File: src/rsapc_pkg.sv
// shared constants for the rs-232 activity power control block
package rsapc_pkg;

  // ----------------------------------------------------------------
  // clock and timing
  // ----------------------------------------------------------------
  localparam int unsigned CLK_HZ = 40_000_000;
  localparam int unsigned CLK_PERIOD_NS = 25;
  localparam int unsigned IDLE_OFF_DELAY_S = 30;
  localparam logic [63:0] IDLE_OFF_CYC_W = 64'(IDLE_OFF_DELAY_S) * 64'(CLK_HZ);
  localparam logic [31:0] IDLE_OFF_CYC = IDLE_OFF_CYC_W[31:0];
  localparam int unsigned WAKE_ON_DELAY_NS = 100_000;
  localparam int unsigned RAIL_SETTLE_NS = 50_000;
  localparam int unsigned VALID_FALL_DELAY_NS = 30_000;
  localparam int unsigned VALID_RISE_DELAY_NS = 400;

  function automatic int unsigned ns_to_cyc(input int unsigned ns);
    int unsigned c;
    c = (ns + CLK_PERIOD_NS - 1) / CLK_PERIOD_NS;
    return (c < 1) ? 1 : c;
  endfunction

  localparam int unsigned WAKE_ON_CYC = ns_to_cyc(WAKE_ON_DELAY_NS);
  localparam int unsigned RAIL_SETTLE_CYC = ns_to_cyc(RAIL_SETTLE_NS);
  localparam int unsigned VALID_FALL_CYC = ns_to_cyc(VALID_FALL_DELAY_NS);
  localparam int unsigned VALID_RISE_CYC = ns_to_cyc(VALID_RISE_DELAY_NS);
  localparam int unsigned SHORT_CNT_W = 12;

  // ----------------------------------------------------------------
  // register map
  // ----------------------------------------------------------------
  localparam logic [7:0] REG_CTRL_OFS = 8'h00;
  localparam logic [7:0] REG_STATUS_OFS = 8'h04;
  localparam logic [7:0] REG_EVENT_OFS = 8'h08;
  localparam logic [7:0] REG_IDLE_OFS = 8'h0C;
  localparam int unsigned ST_STATE_LSB = 0;
  localparam int unsigned ST_VALID_BIT = 2;
  localparam int unsigned ST_READY_BIT = 3;
  localparam int unsigned ST_PUMP_BIT = 4;
  localparam int unsigned ST_FON_BIT = 5;
  localparam int unsigned ST_FOFFN_BIT = 6;
  localparam int unsigned EV_OFFLINE_BIT = 0;
  localparam int unsigned EV_FORCE_ON_SELECT_BIT = 1;
  localparam logic [1:0] EVENT_RST = 2'h0;

  // ----------------------------------------------------------------
  // power states
  // ----------------------------------------------------------------
  typedef enum logic [1:0] {
    RSAPC_RUN = 2'b00,
    RSAPC_OFF = 2'b01,
    RSAPC_WAKE = 2'b11,
    RSAPC_FORCED = 2'b10
  } rsapc_state_e;

endpackage

File: src/rsapc_act_if.sv
// synchronised input levels and their edges
`timescale 1ns/1ps
`default_nettype none
interface rsapc_act_if #(parameter int W = 4);
  logic [W-1:0] level;
  logic [W-1:0] edge_det;
  modport src (output level, output edge_det);
  modport dst (input level, input edge_det);
endinterface
`default_nettype wire

File: src/rsapc_sync_edge.sv
// two-stage synchroniser with edge detection per bit
`timescale 1ns/1ps
`default_nettype none
module rsapc_sync_edge #(
  parameter int W = 4,
  parameter logic [W-1:0] RST_VAL = '0
) (
  input wire logic pclk,
  input wire logic presetn,
  input wire logic [W-1:0] async_in,
  rsapc_act_if.src act
);
  logic [W-1:0] meta_q;
  logic [W-1:0] sync_q;
  logic [W-1:0] prev_q;

  always_ff @(posedge pclk or negedge presetn) begin
    if (!presetn) begin
      meta_q <= RST_VAL;
      sync_q <= RST_VAL;
      prev_q <= RST_VAL;
    end else begin
      meta_q <= async_in;
      sync_q <= meta_q;
      prev_q <= sync_q;
    end
  end

  assign act.level = sync_q;
  assign act.edge_det = sync_q ^ prev_q;
endmodule
`default_nettype wire

File: src/rsapc_top.sv
// activity-driven power control for an rs-232 transceiver
// Notes on behaviour
// (RULE1) auto mode: 30 s idle turns off
// (RULE2) any input edge wakes from idle off; the code wakes only on edges whose bit is set in the CTRL mask
// (RULE3) shutdown follows edges, not line levels
// (RULE4) force-on high keeps drivers active
// (RULE5) forced-off low overrides everything, drivers off
// (RULE6) valid indicator follows receiver level detection
// (RULE7) valid indicator never causes shutdown itself
// (RULE8) valid routed to force-on keeps device on
// (RULE9) valid routed to both pins gates power
// (RULE10) ready needs negative rail beyond threshold
// (RULE11) rails settle 50 us after wakeup
// (RULE12) valid falls 30 us, rises 0.4 us
// (RULE13) offline after 30 s, force_on_select 100 us
// (RULE14) receiver outputs stay active always
// (RULE15) idle timer restarts on edges, cleared outside auto mode run state
//
// The APB slave port and the register addresses are this design's own decisions.
`timescale 1ns/1ps
`default_nettype none
module rsapc_top #(
  parameter int N = 2,
  parameter logic [31:0] IDLE_CYC = rsapc_pkg::IDLE_OFF_CYC
) (
  input wire logic pclk,
  input wire logic presetn,
  input wire logic psel,
  input wire logic penable,
  input wire logic pwrite,
  input wire logic [7:0] paddr,
  input wire logic [31:0] pwdata,
  output logic [31:0] prdata,
  output logic pready,
  output logic pslverr,
  input wire logic [N-1:0] drv_data_in,
  input wire logic [N-1:0] rx_line_in,
  input wire logic [N-1:0] rx_level_ok,
  input wire logic force_on_select,
  input wire logic forced_off_n,
  input wire logic neg_rail_ok,
  output logic [N-1:0] line_driver_outputs,
  output logic [N-1:0] line_driver_oe,
  output logic [N-1:0] rx_data_out,
  output logic pump_enable,
  output logic valid_ind,
  output logic ready
);
  import rsapc_pkg::*;

  localparam int unsigned RISE_LAST = VALID_RISE_CYC - 1;
  localparam int unsigned FALL_LAST = VALID_FALL_CYC - 1;
  localparam int unsigned WAKE_LAST = WAKE_ON_CYC - 1;

  // ----------------------------------------------------------------
  // input synchronisation
  // ----------------------------------------------------------------
  rsapc_act_if #(.W(2 * N)) act_if ();
  rsapc_act_if #(.W(N + 3)) lvl_if ();

  rsapc_sync_edge #(.W(2 * N)) u_act_sync (
    .pclk(pclk),
    .presetn(presetn),
    .async_in({rx_line_in, drv_data_in}),
    .act(act_if.src)
  );

  rsapc_sync_edge #(.W(N + 3), .RST_VAL({3'h2, {N{1'b0}}})) u_lvl_sync (
    .pclk(pclk),
    .presetn(presetn),
    .async_in({neg_rail_ok, forced_off_n, force_on_select, rx_level_ok}),
    .act(lvl_if.src)
  );

  logic [2*N-1:0] mask_q;
  logic any_edge;
  logic lvl_any;
  logic fon_s;
  logic foffn_s;
  logic rail_s;
  logic auto_sel;

  assign any_edge = |(act_if.edge_det & mask_q); // see (RULE3)
  assign lvl_any = |lvl_if.level[N-1:0];
  assign fon_s = lvl_if.level[N];
  assign foffn_s = lvl_if.level[N+1];
  assign rail_s = lvl_if.level[N+2];
  assign auto_sel = foffn_s && !fon_s; // see (RULE4)

  // ----------------------------------------------------------------
  // power state machine
  // ----------------------------------------------------------------
  rsapc_state_e state_q;
  rsapc_state_e state_d;
  logic [31:0] idle_cnt_q;
  logic [SHORT_CNT_W-1:0] wake_cnt_q;
  logic idle_done;
  logic wake_done;

  assign idle_done = (idle_cnt_q == IDLE_CYC - 32'h1) && !any_edge;
  assign wake_done = (wake_cnt_q == SHORT_CNT_W'(WAKE_LAST));

  always_comb begin
    state_d = state_q;
    if (!foffn_s) begin
      state_d = RSAPC_FORCED; // see (RULE5)
    end else begin
      case (state_q)
        RSAPC_RUN: begin
          if (auto_sel && idle_done) begin
            state_d = RSAPC_OFF; // see (RULE1)
          end
        end
        RSAPC_OFF: begin
          if (any_edge || fon_s) begin
            state_d = RSAPC_WAKE; // see (RULE2) see (RULE8)
          end
        end
        RSAPC_WAKE: begin
          if (wake_done) begin
            state_d = RSAPC_RUN; // see (RULE13)
          end
        end
        RSAPC_FORCED: state_d = RSAPC_WAKE; // see (RULE9)
        default: state_d = RSAPC_WAKE;
      endcase
    end
  end

  always_ff @(posedge pclk or negedge presetn) begin
    if (!presetn) begin
      state_q <= RSAPC_WAKE;
    end else begin
      state_q <= state_d;
    end
  end

  // idle timer
  always_ff @(posedge pclk or negedge presetn) begin
    if (!presetn) begin
      idle_cnt_q <= 32'h0;
    end else if (!auto_sel || state_q != RSAPC_RUN || any_edge) begin
      idle_cnt_q <= 32'h0; // see (RULE15)
    end else if (!idle_done) begin
      idle_cnt_q <= idle_cnt_q + 32'h1;
    end
  end

  // wake-to-force_on_select timer
  always_ff @(posedge pclk or negedge presetn) begin
    if (!presetn) begin
      wake_cnt_q <= '0;
    end else if (state_q != RSAPC_WAKE) begin
      wake_cnt_q <= '0;
    end else if (!wake_done) begin
      wake_cnt_q <= wake_cnt_q + SHORT_CNT_W'(1); // see (RULE13)
    end
  end

  // ----------------------------------------------------------------
  // charge pump and ready
  // ----------------------------------------------------------------
  logic [SHORT_CNT_W-1:0] settle_cnt_q;
  logic settled;
  logic ready_q;

  assign pump_enable = (state_q == RSAPC_RUN) || (state_q == RSAPC_WAKE);
  assign settled = (settle_cnt_q == SHORT_CNT_W'(RAIL_SETTLE_CYC));

  always_ff @(posedge pclk or negedge presetn) begin
    if (!presetn) begin
      settle_cnt_q <= '0;
    end else if (!pump_enable) begin
      settle_cnt_q <= '0;
    end else if (!settled) begin
      settle_cnt_q <= settle_cnt_q + SHORT_CNT_W'(1); // see (RULE11)
    end
  end

  always_ff @(posedge pclk or negedge presetn) begin
    if (!presetn) begin
      ready_q <= 1'b0;
    end else begin
      ready_q <= pump_enable && settled && rail_s; // see (RULE10)
    end
  end
  assign ready = ready_q;

  // ----------------------------------------------------------------
  // valid-signal indicator
  // ----------------------------------------------------------------
  logic valid_q;
  logic [SHORT_CNT_W-1:0] vcnt_q;

  always_ff @(posedge pclk or negedge presetn) begin
    if (!presetn) begin
      valid_q <= 1'b0;
      vcnt_q <= '0;
    end else if (lvl_any == valid_q) begin
      vcnt_q <= '0;
    end else if (!valid_q && vcnt_q == SHORT_CNT_W'(RISE_LAST)) begin
      valid_q <= 1'b1; // see (RULE6) see (RULE12)
      vcnt_q <= '0;
    end else if (valid_q && vcnt_q == SHORT_CNT_W'(FALL_LAST)) begin
      valid_q <= 1'b0; // see (RULE6) see (RULE12)
      vcnt_q <= '0;
    end else begin
      vcnt_q <= vcnt_q + SHORT_CNT_W'(1);
    end
  end
  assign valid_ind = valid_q; // see (RULE7)

  // ----------------------------------------------------------------
  // drivers and receivers
  // ----------------------------------------------------------------
  always_ff @(posedge pclk or negedge presetn) begin
    if (!presetn) begin
      line_driver_outputs <= '0;
      rx_data_out <= '0;
    end else begin
      line_driver_outputs <= ~act_if.level[N-1:0];
      rx_data_out <= act_if.level[2*N-1:N]; // see (RULE14)
    end
  end
  assign line_driver_oe = {N{state_q == RSAPC_RUN}};

  // ----------------------------------------------------------------
  // apb slave
  // ----------------------------------------------------------------
  logic [1:0] event_q;
  logic setup_ph;
  logic wr_acc;
  logic hit;
  logic went_off;
  logic came_on;

  assign setup_ph = psel && !penable;
  assign wr_acc = psel && penable && pwrite;
  assign pready = 1'b1;
  assign went_off = (state_q == RSAPC_RUN) && (state_d != RSAPC_RUN);
  assign came_on = (state_q != RSAPC_RUN) && (state_d == RSAPC_RUN);
  assign hit = (paddr == REG_CTRL_OFS) || (paddr == REG_STATUS_OFS) ||
               (paddr == REG_EVENT_OFS) || (paddr == REG_IDLE_OFS);

  always_ff @(posedge pclk or negedge presetn) begin
    if (!presetn) begin
      mask_q <= '1;
    end else if (wr_acc && paddr == REG_CTRL_OFS) begin
      mask_q <= pwdata[2*N-1:0];
    end
  end

  always_ff @(posedge pclk or negedge presetn) begin
    if (!presetn) begin
      event_q <= EVENT_RST;
    end else begin
      if (wr_acc && paddr == REG_EVENT_OFS) begin
        event_q <= event_q & ~pwdata[1:0];
      end
      if (went_off) begin
        event_q[EV_OFFLINE_BIT] <= 1'b1;
      end
      if (came_on) begin
        event_q[EV_FORCE_ON_SELECT_BIT] <= 1'b1;
      end
    end
  end

  always_ff @(posedge pclk or negedge presetn) begin
    if (!presetn) begin
      prdata <= 32'h0;
      pslverr <= 1'b0;
    end else if (setup_ph) begin
      pslverr <= !hit;
      prdata <= 32'h0;
      if (!pwrite) begin
        case (paddr)
          REG_CTRL_OFS: prdata <= 32'(mask_q);
          REG_STATUS_OFS: begin
            prdata[ST_STATE_LSB +: 2] <= state_q;
            prdata[ST_VALID_BIT] <= valid_q;
            prdata[ST_READY_BIT] <= ready_q;
            prdata[ST_PUMP_BIT] <= pump_enable;
            prdata[ST_FON_BIT] <= fon_s;
            prdata[ST_FOFFN_BIT] <= foffn_s;
          end
          REG_EVENT_OFS: prdata <= 32'(event_q);
          REG_IDLE_OFS: prdata <= idle_cnt_q;
          default: prdata <= 32'h0;
        endcase
      end
    end
  end
endmodule
`default_nettype wire

File: config.mk
export PLATFORM = sky130hd
export DESIGN_NAME = rsapc_top
export DESIGN_NICKNAME = d
export VERILOG_FILES = /design/src/rsapc_pkg.sv /design/src/rsapc_act_if.sv /design/src/rsapc_sync_edge.sv /design/src/rsapc_top.sv
export SDC_FILE = /design/constraint.sdc
export NUM_CORES = 1
export LEC_CHECK = 0
export ABC_CLOCK_PERIOD_IN_PS = 2500
export CORE_UTILIZATION = 63
export CTS_CLUSTER_SIZE = 12
export DETAILED_ROUTE_END_ITERATION = 7
export DONT_BUFFER_PORTS = 1
export PLACE_DENSITY_LB_ADDON = 0.08
export SYNTH_ARGS = -nofsm -noshare
export SYNTH_HDL_FRONTEND = slang
export SYNTH_SLANG_ARGS = --single-unit
File: constraint.sdc
create_clock -name pclk -period 2.5 [get_ports pclk]
set_input_delay 0.375 -clock pclk [delete_from_list [all_inputs] [get_ports pclk]]
set_output_delay 0.375 -clock pclk [all_outputs]
set_load 0.03 [all_outputs]
Word level (Yosys, flattened, before mapping). Cells that the tools add are included.

Bits in registers: 137. Input bits: 54. Output and inout port bits: 43. Logic and storage cells: 105.

Add/subtract/negate cells: 4. Equal/unequal tests: 16. Muxes and demuxes: 22. Bitwise logic cells: 6. Reduce and logical (&&, ||, !) cells: 38.

Operators by type and width (number): $mux W32 (3); $mux W12 (7); $add A12 B1 Y12 const B (3); $add A32 B1 Y32 const B (1); $eq A32 B31 Y1 const B (1); $pmux W7 S4 (1); $mux W25 (1); $eq A12 B11 Y1 const B (2); $eq A8 B4 Y1 const B (2); $logic_and A1 B1 Y1 (14); $eq A12 B12 Y1 const B (1); $eq A12 B4 Y1 const B (1); $mux W2 (5); $reduce_bool A2 Y1 (5); $eq A8 B3 Y1 const B (1); $logic_not A8 Y1 (1); $pmux W2 S4 (1); $logic_or A1 B1 Y1 (7); $logic_not A1 Y1 (6); $and A4 B4 Y4 (1); $eq A2 B2 Y1 const B (2); $logic_not A2 Y1 (2); $mux W1 (4); $ne A2 B1 Y1 const B (2); other kinds (10) (12).

Logic depth before layout (Yosys ltp).
Word-level depth: 12. Depth in mapped cells: 9.

Cells and area by module. From an unflattened synthesis, not the netlist that was laid out.

Cells, all modules: 560. Area, all modules: 6281.0 um2.

By module, submodules not included: rsapc_top (times used 1, cells an instance 524, area each 5522.8 um2, seq. area each 2885.3 um2); rsapc_sync_edge (u_lvl_sync) (times used 1, cells an instance 20, area each 422.9 um2, seq. area each 379.1 um2); rsapc_sync_edge (u_act_sync) (times used 1, cells an instance 16, area each 335.3 um2, seq. area each 300.3 um2).

Least setup slack after synthesis. Ideal clock, no wire load.

Path kind: register to register. Start: reg wake_cnt_q[0]. End: reg event_q[0]. Setup time: 0.124 ns. Data arrival time: 1.992 ns. Required time: 2.376 ns. Setup slack: 0.384 ns. Stages on the path, launching flop included: 9. Buffers on the path: 1. Clock period less this slack: 2.116 ns. Path through: dfrtp_1 -> ha_1 -> nand4_1 -> or4_1 -> buf_2 -> nand3_2 -> o21ai_1 -> a41o_1 -> o31a_1.

Word-level cells in the longest chain between the ends: 7. Elaborated cells between the ends (all ways): 8. Classes of those cells: 1 x eq/ne; 4 x mux; 3 x reduce/logical.

Ends and longest elaborated chain: start: declaration (line rsapc_top.sv:96) `logic [SHORT_CNT_W-1:0] wake_cnt_q;`; start signal: assignment (line rsapc_top.sv:156) `wake_cnt_q <= wake_cnt_q + SHORT_CNT_W'(1);`; $eq A12 B12 Y1 (*) (line rsapc_top.sv:101) `assign wake_done = (wake_cnt_q == SHORT_CNT_W'(WAKE_LAST));`; $mux W2 (*) (line rsapc_top.sv:120) `if (wake_done) begin`; $pmux W2 S4 (*) (line rsapc_top.sv:108) `case (state_q)`; $mux W2 (*) (line rsapc_top.sv:105) `if (!foffn_s) begin`; $reduce_bool A2 Y1 (*) (line rsapc_top.sv:240) `assign went_off = (state_q == RSAPC_RUN) && (state_d != RSAPC_RUN);`; $logic_and A1 B1 Y1 (*) (line rsapc_top.sv:240); $mux W1 / $reduce_bool A2 Y1 (equally long branches); end signal: assignment (line rsapc_top.sv:258) `event_q <= event_q & ~pwdata[1:0];`; end: declaration (line rsapc_top.sv:230) `logic [1:0] event_q;`.

Every way passes the cells marked *; elsewhere a longest branch is shown, timed or not. A chain may end at the register's enable or synchronous reset.

Worst setup path in the final report.
Start: reg idle_cnt_q[28]. End: reg idle_cnt_q[5].

Word-level cells in the longest chain between the ends: 3.

Ends and longest elaborated chain: start: declaration (line rsapc_top.sv:95) `logic [31:0] idle_cnt_q;`; start signal: assignment (line rsapc_top.sv:145) `idle_cnt_q <= idle_cnt_q + 32'h1;`; $eq A32 B31 Y1 (line rsapc_top.sv:100) `assign idle_done = (idle_cnt_q == IDLE_CYC - 32'h1) && !any_edge;`; $logic_and A1 B1 Y1 (line rsapc_top.sv:100); $ne A2 B1 Y1 (no line).

Every way passes these cells.

==> results.md <==
| Metric | Value | Unit |
|---|---|---|
| DRC violations left | 0 | - |
| Die H | 100.2 | um |
| Final net count | 626 | - |
| Synth async-reset ratio | 100.0 | % |
| CTS Sinks | 135 | - |
| Share of the clock period used by the worst path after layout | 93.55 | % |
| Worst Path Class, Setup | reg2reg | - |
| Buffers added on ports | 0 | - |
| Estimated wirelength of the detail-placed design | 7.782 | mm |
| Buffer depth of the longest clock path | 2 | - |
| Max frequency | 0.4276 | GHz |
| Number of pins with negative max-slew slack in the final report | 0 | - |
| R2R Setup Slk | 0.16 | ns |
| Floorplan Core Area | 9284 | sq um |
| Clk network pwr share | 45.3 | % |
| Area of the mapped netlist | 6071 | sq um |
| Num ports | 97 | - |
| ANT nets after route | 0 | - |
| Count of filler cells inserted in the layout | 628 | - |
| Number of instances in the placed design | 664 | - |
| Primary flip-flop cell chosen by synthesis mapping | dfrtp_1 | - |
| Number of library cell types mapped by synthesis | 54 | - |
| Startpoint types | flop | - |
| Via count of the first global-routing pass | 4072 | - |
| Total power density per cell area | 754.4 | nW/um^2 |
| Type of the tightest min-delay check | in2async | - |
| Starting density of the core | 65.39 | % |
| FF-to-FF path depth | 6 | - |
| Crit Reg-Reg Endpoint | idle_cnt_q[5] | - |
| Run status | complete, but fails checks | - |
| Number of iterations in the first detailed-routing pass | 5 | - |
| Site Rows | 35 | - |
| Register share of total power | 45.7 | % |
| Instance area after placement | 6138 | sq um |
| Peak supply drop | 0.5783 | mV |
| All-Layer GR Usage | 25.40 | % |
| Routed length per instance | 16.72 | um |
| Number of hold violations in the final report | 135 | - |
| Maximum number of pins on one net before global-route repair | 136 | - |
| Via count | 4133 | - |
| Die Width | 100.2 | um |
| Fin cells | 705 | - |
| Synthesis warning total | 0 | - |
| Setup-failing EPs final | 0 | - |
| Sequential share of the synthesized area | 55.81 | % |
| Layout area overhead | 11.87 | % |
| Cell taking the most area after synthesis | dfrtp_1 | - |
| Violated checks | negative hold slack | - |
| Number of DRC markers in iteration 0 | 224 | - |
| Hold-fix buffer count after cts | 9 | - |
| #FFs+latches synth | 135 | - |
| Antenna violations before repair | 0 | - |
| Hold Slack | -0.4445 | ns |
| Antenna fix cells | 0 | - |
| Internal power of the cells | 3.871 | mW |
| Die area | 10030 | sq um |
| Placer's final routability congestion estimate | 0.8451 | - |
| Clock insertion delay at the later pin of the skew report | 0.51 | ns |
| # Max-Cap Violations | 0 | - |
| H-Tree Level Count | 4 | - |
| Crit Path Max Fanout | 15 | - |
| Switching Share | 24.45 | % |
| Share of layout cells above drive strength 1 | 11.28 | % |
| RSZ-0062 raised after global routing | false | - |
| Cell area after layout | 6792 | sq um |
| Area share of the largest cell type after synthesis | 52.35 | % |
| Synth top area cells | dfrtp_1 52%, xor2_1 5.2%, nor2_1 4.5% | - |
| Clock slew at the register clock pins of the worst setup and hold paths | 0.06 | ns |
| Worst-margin pin slew | 0.6515 | ns |
| Commonest cells in the netlist | 127 x dfrtp_1, 73 x nor2_1, 36 x xor2_1 | - |
| Max_slew headroom | 56.23 | % |
| Number of synthesized flops with an enable pin | 0 | - |
| Synth Net Count | 613 | - |
| Reg-to-reg startpoint | idle_cnt_q[28] | - |
| Total CTS buffers | 17 | - |
| Most repeated cell in the gate-level netlist after synthesis | dfrtp_1 | - |
| CTS tree | done | - |
| Post-CTS Setup Bufs | 0 | - |
| Cell at the root of the clock tree | clkbuf_8 | - |
| Post-route clock skew | 0.007686 | ns |
| Crit end category | flop | - |
| Switching power of the nets | 1.252 | mW |
| Combinational share of power | 9.0 | % |
| Drt via density | 5.862 | - |
| Cells after synthesis | 550 | - |
| Setup TNS | 0 | ns |
| Arrival time at the worst endpoint | 2.72 | ns |
| Static leakage power | 2.945 | nW |
| Congestion Overflow GR | 0 | - |
| First-pass GRT wire length | 19.60 | mm |
| Worst EP required | 2.88 | ns |
| Total wire length after detailed routing | 11.79 | mm |
| Post-synthesis area per instance | 11.04 | sq um |
| Final period demand of the worst path | 2.339 | ns |
==> cell families (layout without fill, tap and decap cells) <==
kind of cell | after synthesis | count (layout) | share of synthesized area [%]
simple gates | 231 | 231 | 19.85
fa+ha+maj | 9 | 9 | 1.855
buf+inv | 40 | 66 | 3.710
compound gates | 60 | 60 | 7.214
mux | 14 | 14 | 2.844
flops | 135 | 135 | 55.81
other cells | 1 | 1 | 0.06177
xor+xnor | 60 | 60 | 8.656
==> worst max path at each step <==
| stage | slack (ns) | cells after the start | to | start |
|---|---|---|---|---|
| after global placement | 0.16 | 6 | idle_cnt_q[7] | idle_cnt_q[28] |
| after global routing | 0.05 | 9 | event_q[0] | state_q[0] |
| final | 0.16 | 6 | idle_cnt_q[5] | idle_cnt_q[28] |
| after CTS | 0.08 | 6 | idle_cnt_q[5] | idle_cnt_q[28] |
| after detailed placement | 0.12 | 6 | idle_cnt_q[9] | idle_cnt_q[28] |
| after floorplan | 0.38 | 8 | event_q[0] | wake_cnt_q[0] |
==> worst max-delay path: stages (launching register included) <==
cell,delay [ns]
dfrtp_1,0.45
or4b_1,0.56
nor4_2,0.42
nand4_4,0.30
nand3_1,0.22
xor2_1,0.20
nor2_1,0.06
==> state kept, by name, summed over array words and instances (netlist names) <==
register,count
event_q,2
idle_cnt_q,32
line_driver_outputs,2
mask_q,4
prdata,32
pslverr,1
ready,1
rx_data_out,1
settle_cnt_q,12
state_q,2
u_act_sync.act.level,4
u_act_sync.meta_q,4
u_act_sync.prev_q,3
u_lvl_sync.act.level,5
u_lvl_sync.meta_q,5
valid_ind,1
vcnt_q,12
wake_cnt_q,12
==> area by class of cell <==
cell class	instances	area (sq um)	area share, %
Clock buffer	23	446.7	6.577
Clock inverter	9	103.9	1.529
Inverter	15	56.30	0.8290
Multi-Input combinational cell	375	2470	36.37
Sequential cell	135	3388	49.89
Tap cell	129	161.4	2.377
Timing Repair Buffer	19	165.2	2.432
==> through the flow <==
step / setup WS (ns) / utilization [%] / power, mW
final: 0.1613 / 73.15 / 5.123
after global routing: 0.04577 / 73.15 / 5.318
after CTS: 0.07574 / 73.02 / 5.158
after detailed placement: 0.1212 / 66.12 / 2.829
after global placement: 0.1647 / 66.12 / 2.808
after floorplan: 0.3838 / - / 2.722
==> power by group through the flow <==
stage                     combinational, mW  clock (mW)  sequential, mW
after floorplan                       0.365           0            2.36
after global placement                0.433           0            2.37
after detailed placement              0.449           0            2.38
after CTS                             0.462        2.35            2.34
after global routing                  0.517        2.45            2.35
final                                 0.459        2.32            2.34
==> layout by cell type (no fill, tap or decap), types with 4 or more instances in the layout <==
cell           Yosys  routed
a21oi_1            6       6
a22o_1            28      28
and2_1            11      11
and3_1            15      15
buf_4              4      10
clkbuf_1          11       5
clkbuf_16          0      16
clkinv_2           0       4
dfrtp_1          127     127
dfstp_2            8       8
dlygate4sd3_1      0       9
ha_1               9       9
inv_1             15      15
mux2_2             6       6
mux2i_1            6       6
nand2_1           31      31
nand3_1           28      28
nand4_1           19      19
nor2_1            73      73
nor3_1            11      11
nor4_1             6       6
nor4b_1            4       4
o21ai_0           13      13
or3_1              7       7
xnor2_1           24      24
xor2_1            36      36
==> metal layers <==
metal	vias up	GRT usage [%]	part of all wire (%)
li1	1944	-	-
met1	2054	33.72	46
met2	117	40.36	47
met3	18	6.685	5.2
met4	0	9.810	1.8
met5	-	0	0
==> timing repair <==
item	in CTS	in global routing
gates resized for setup	0	2
endpoints found under the hold margin	144	135
setup endpoints to repair	0	9
Note: power is estimated with default switching activity, not from simulation.
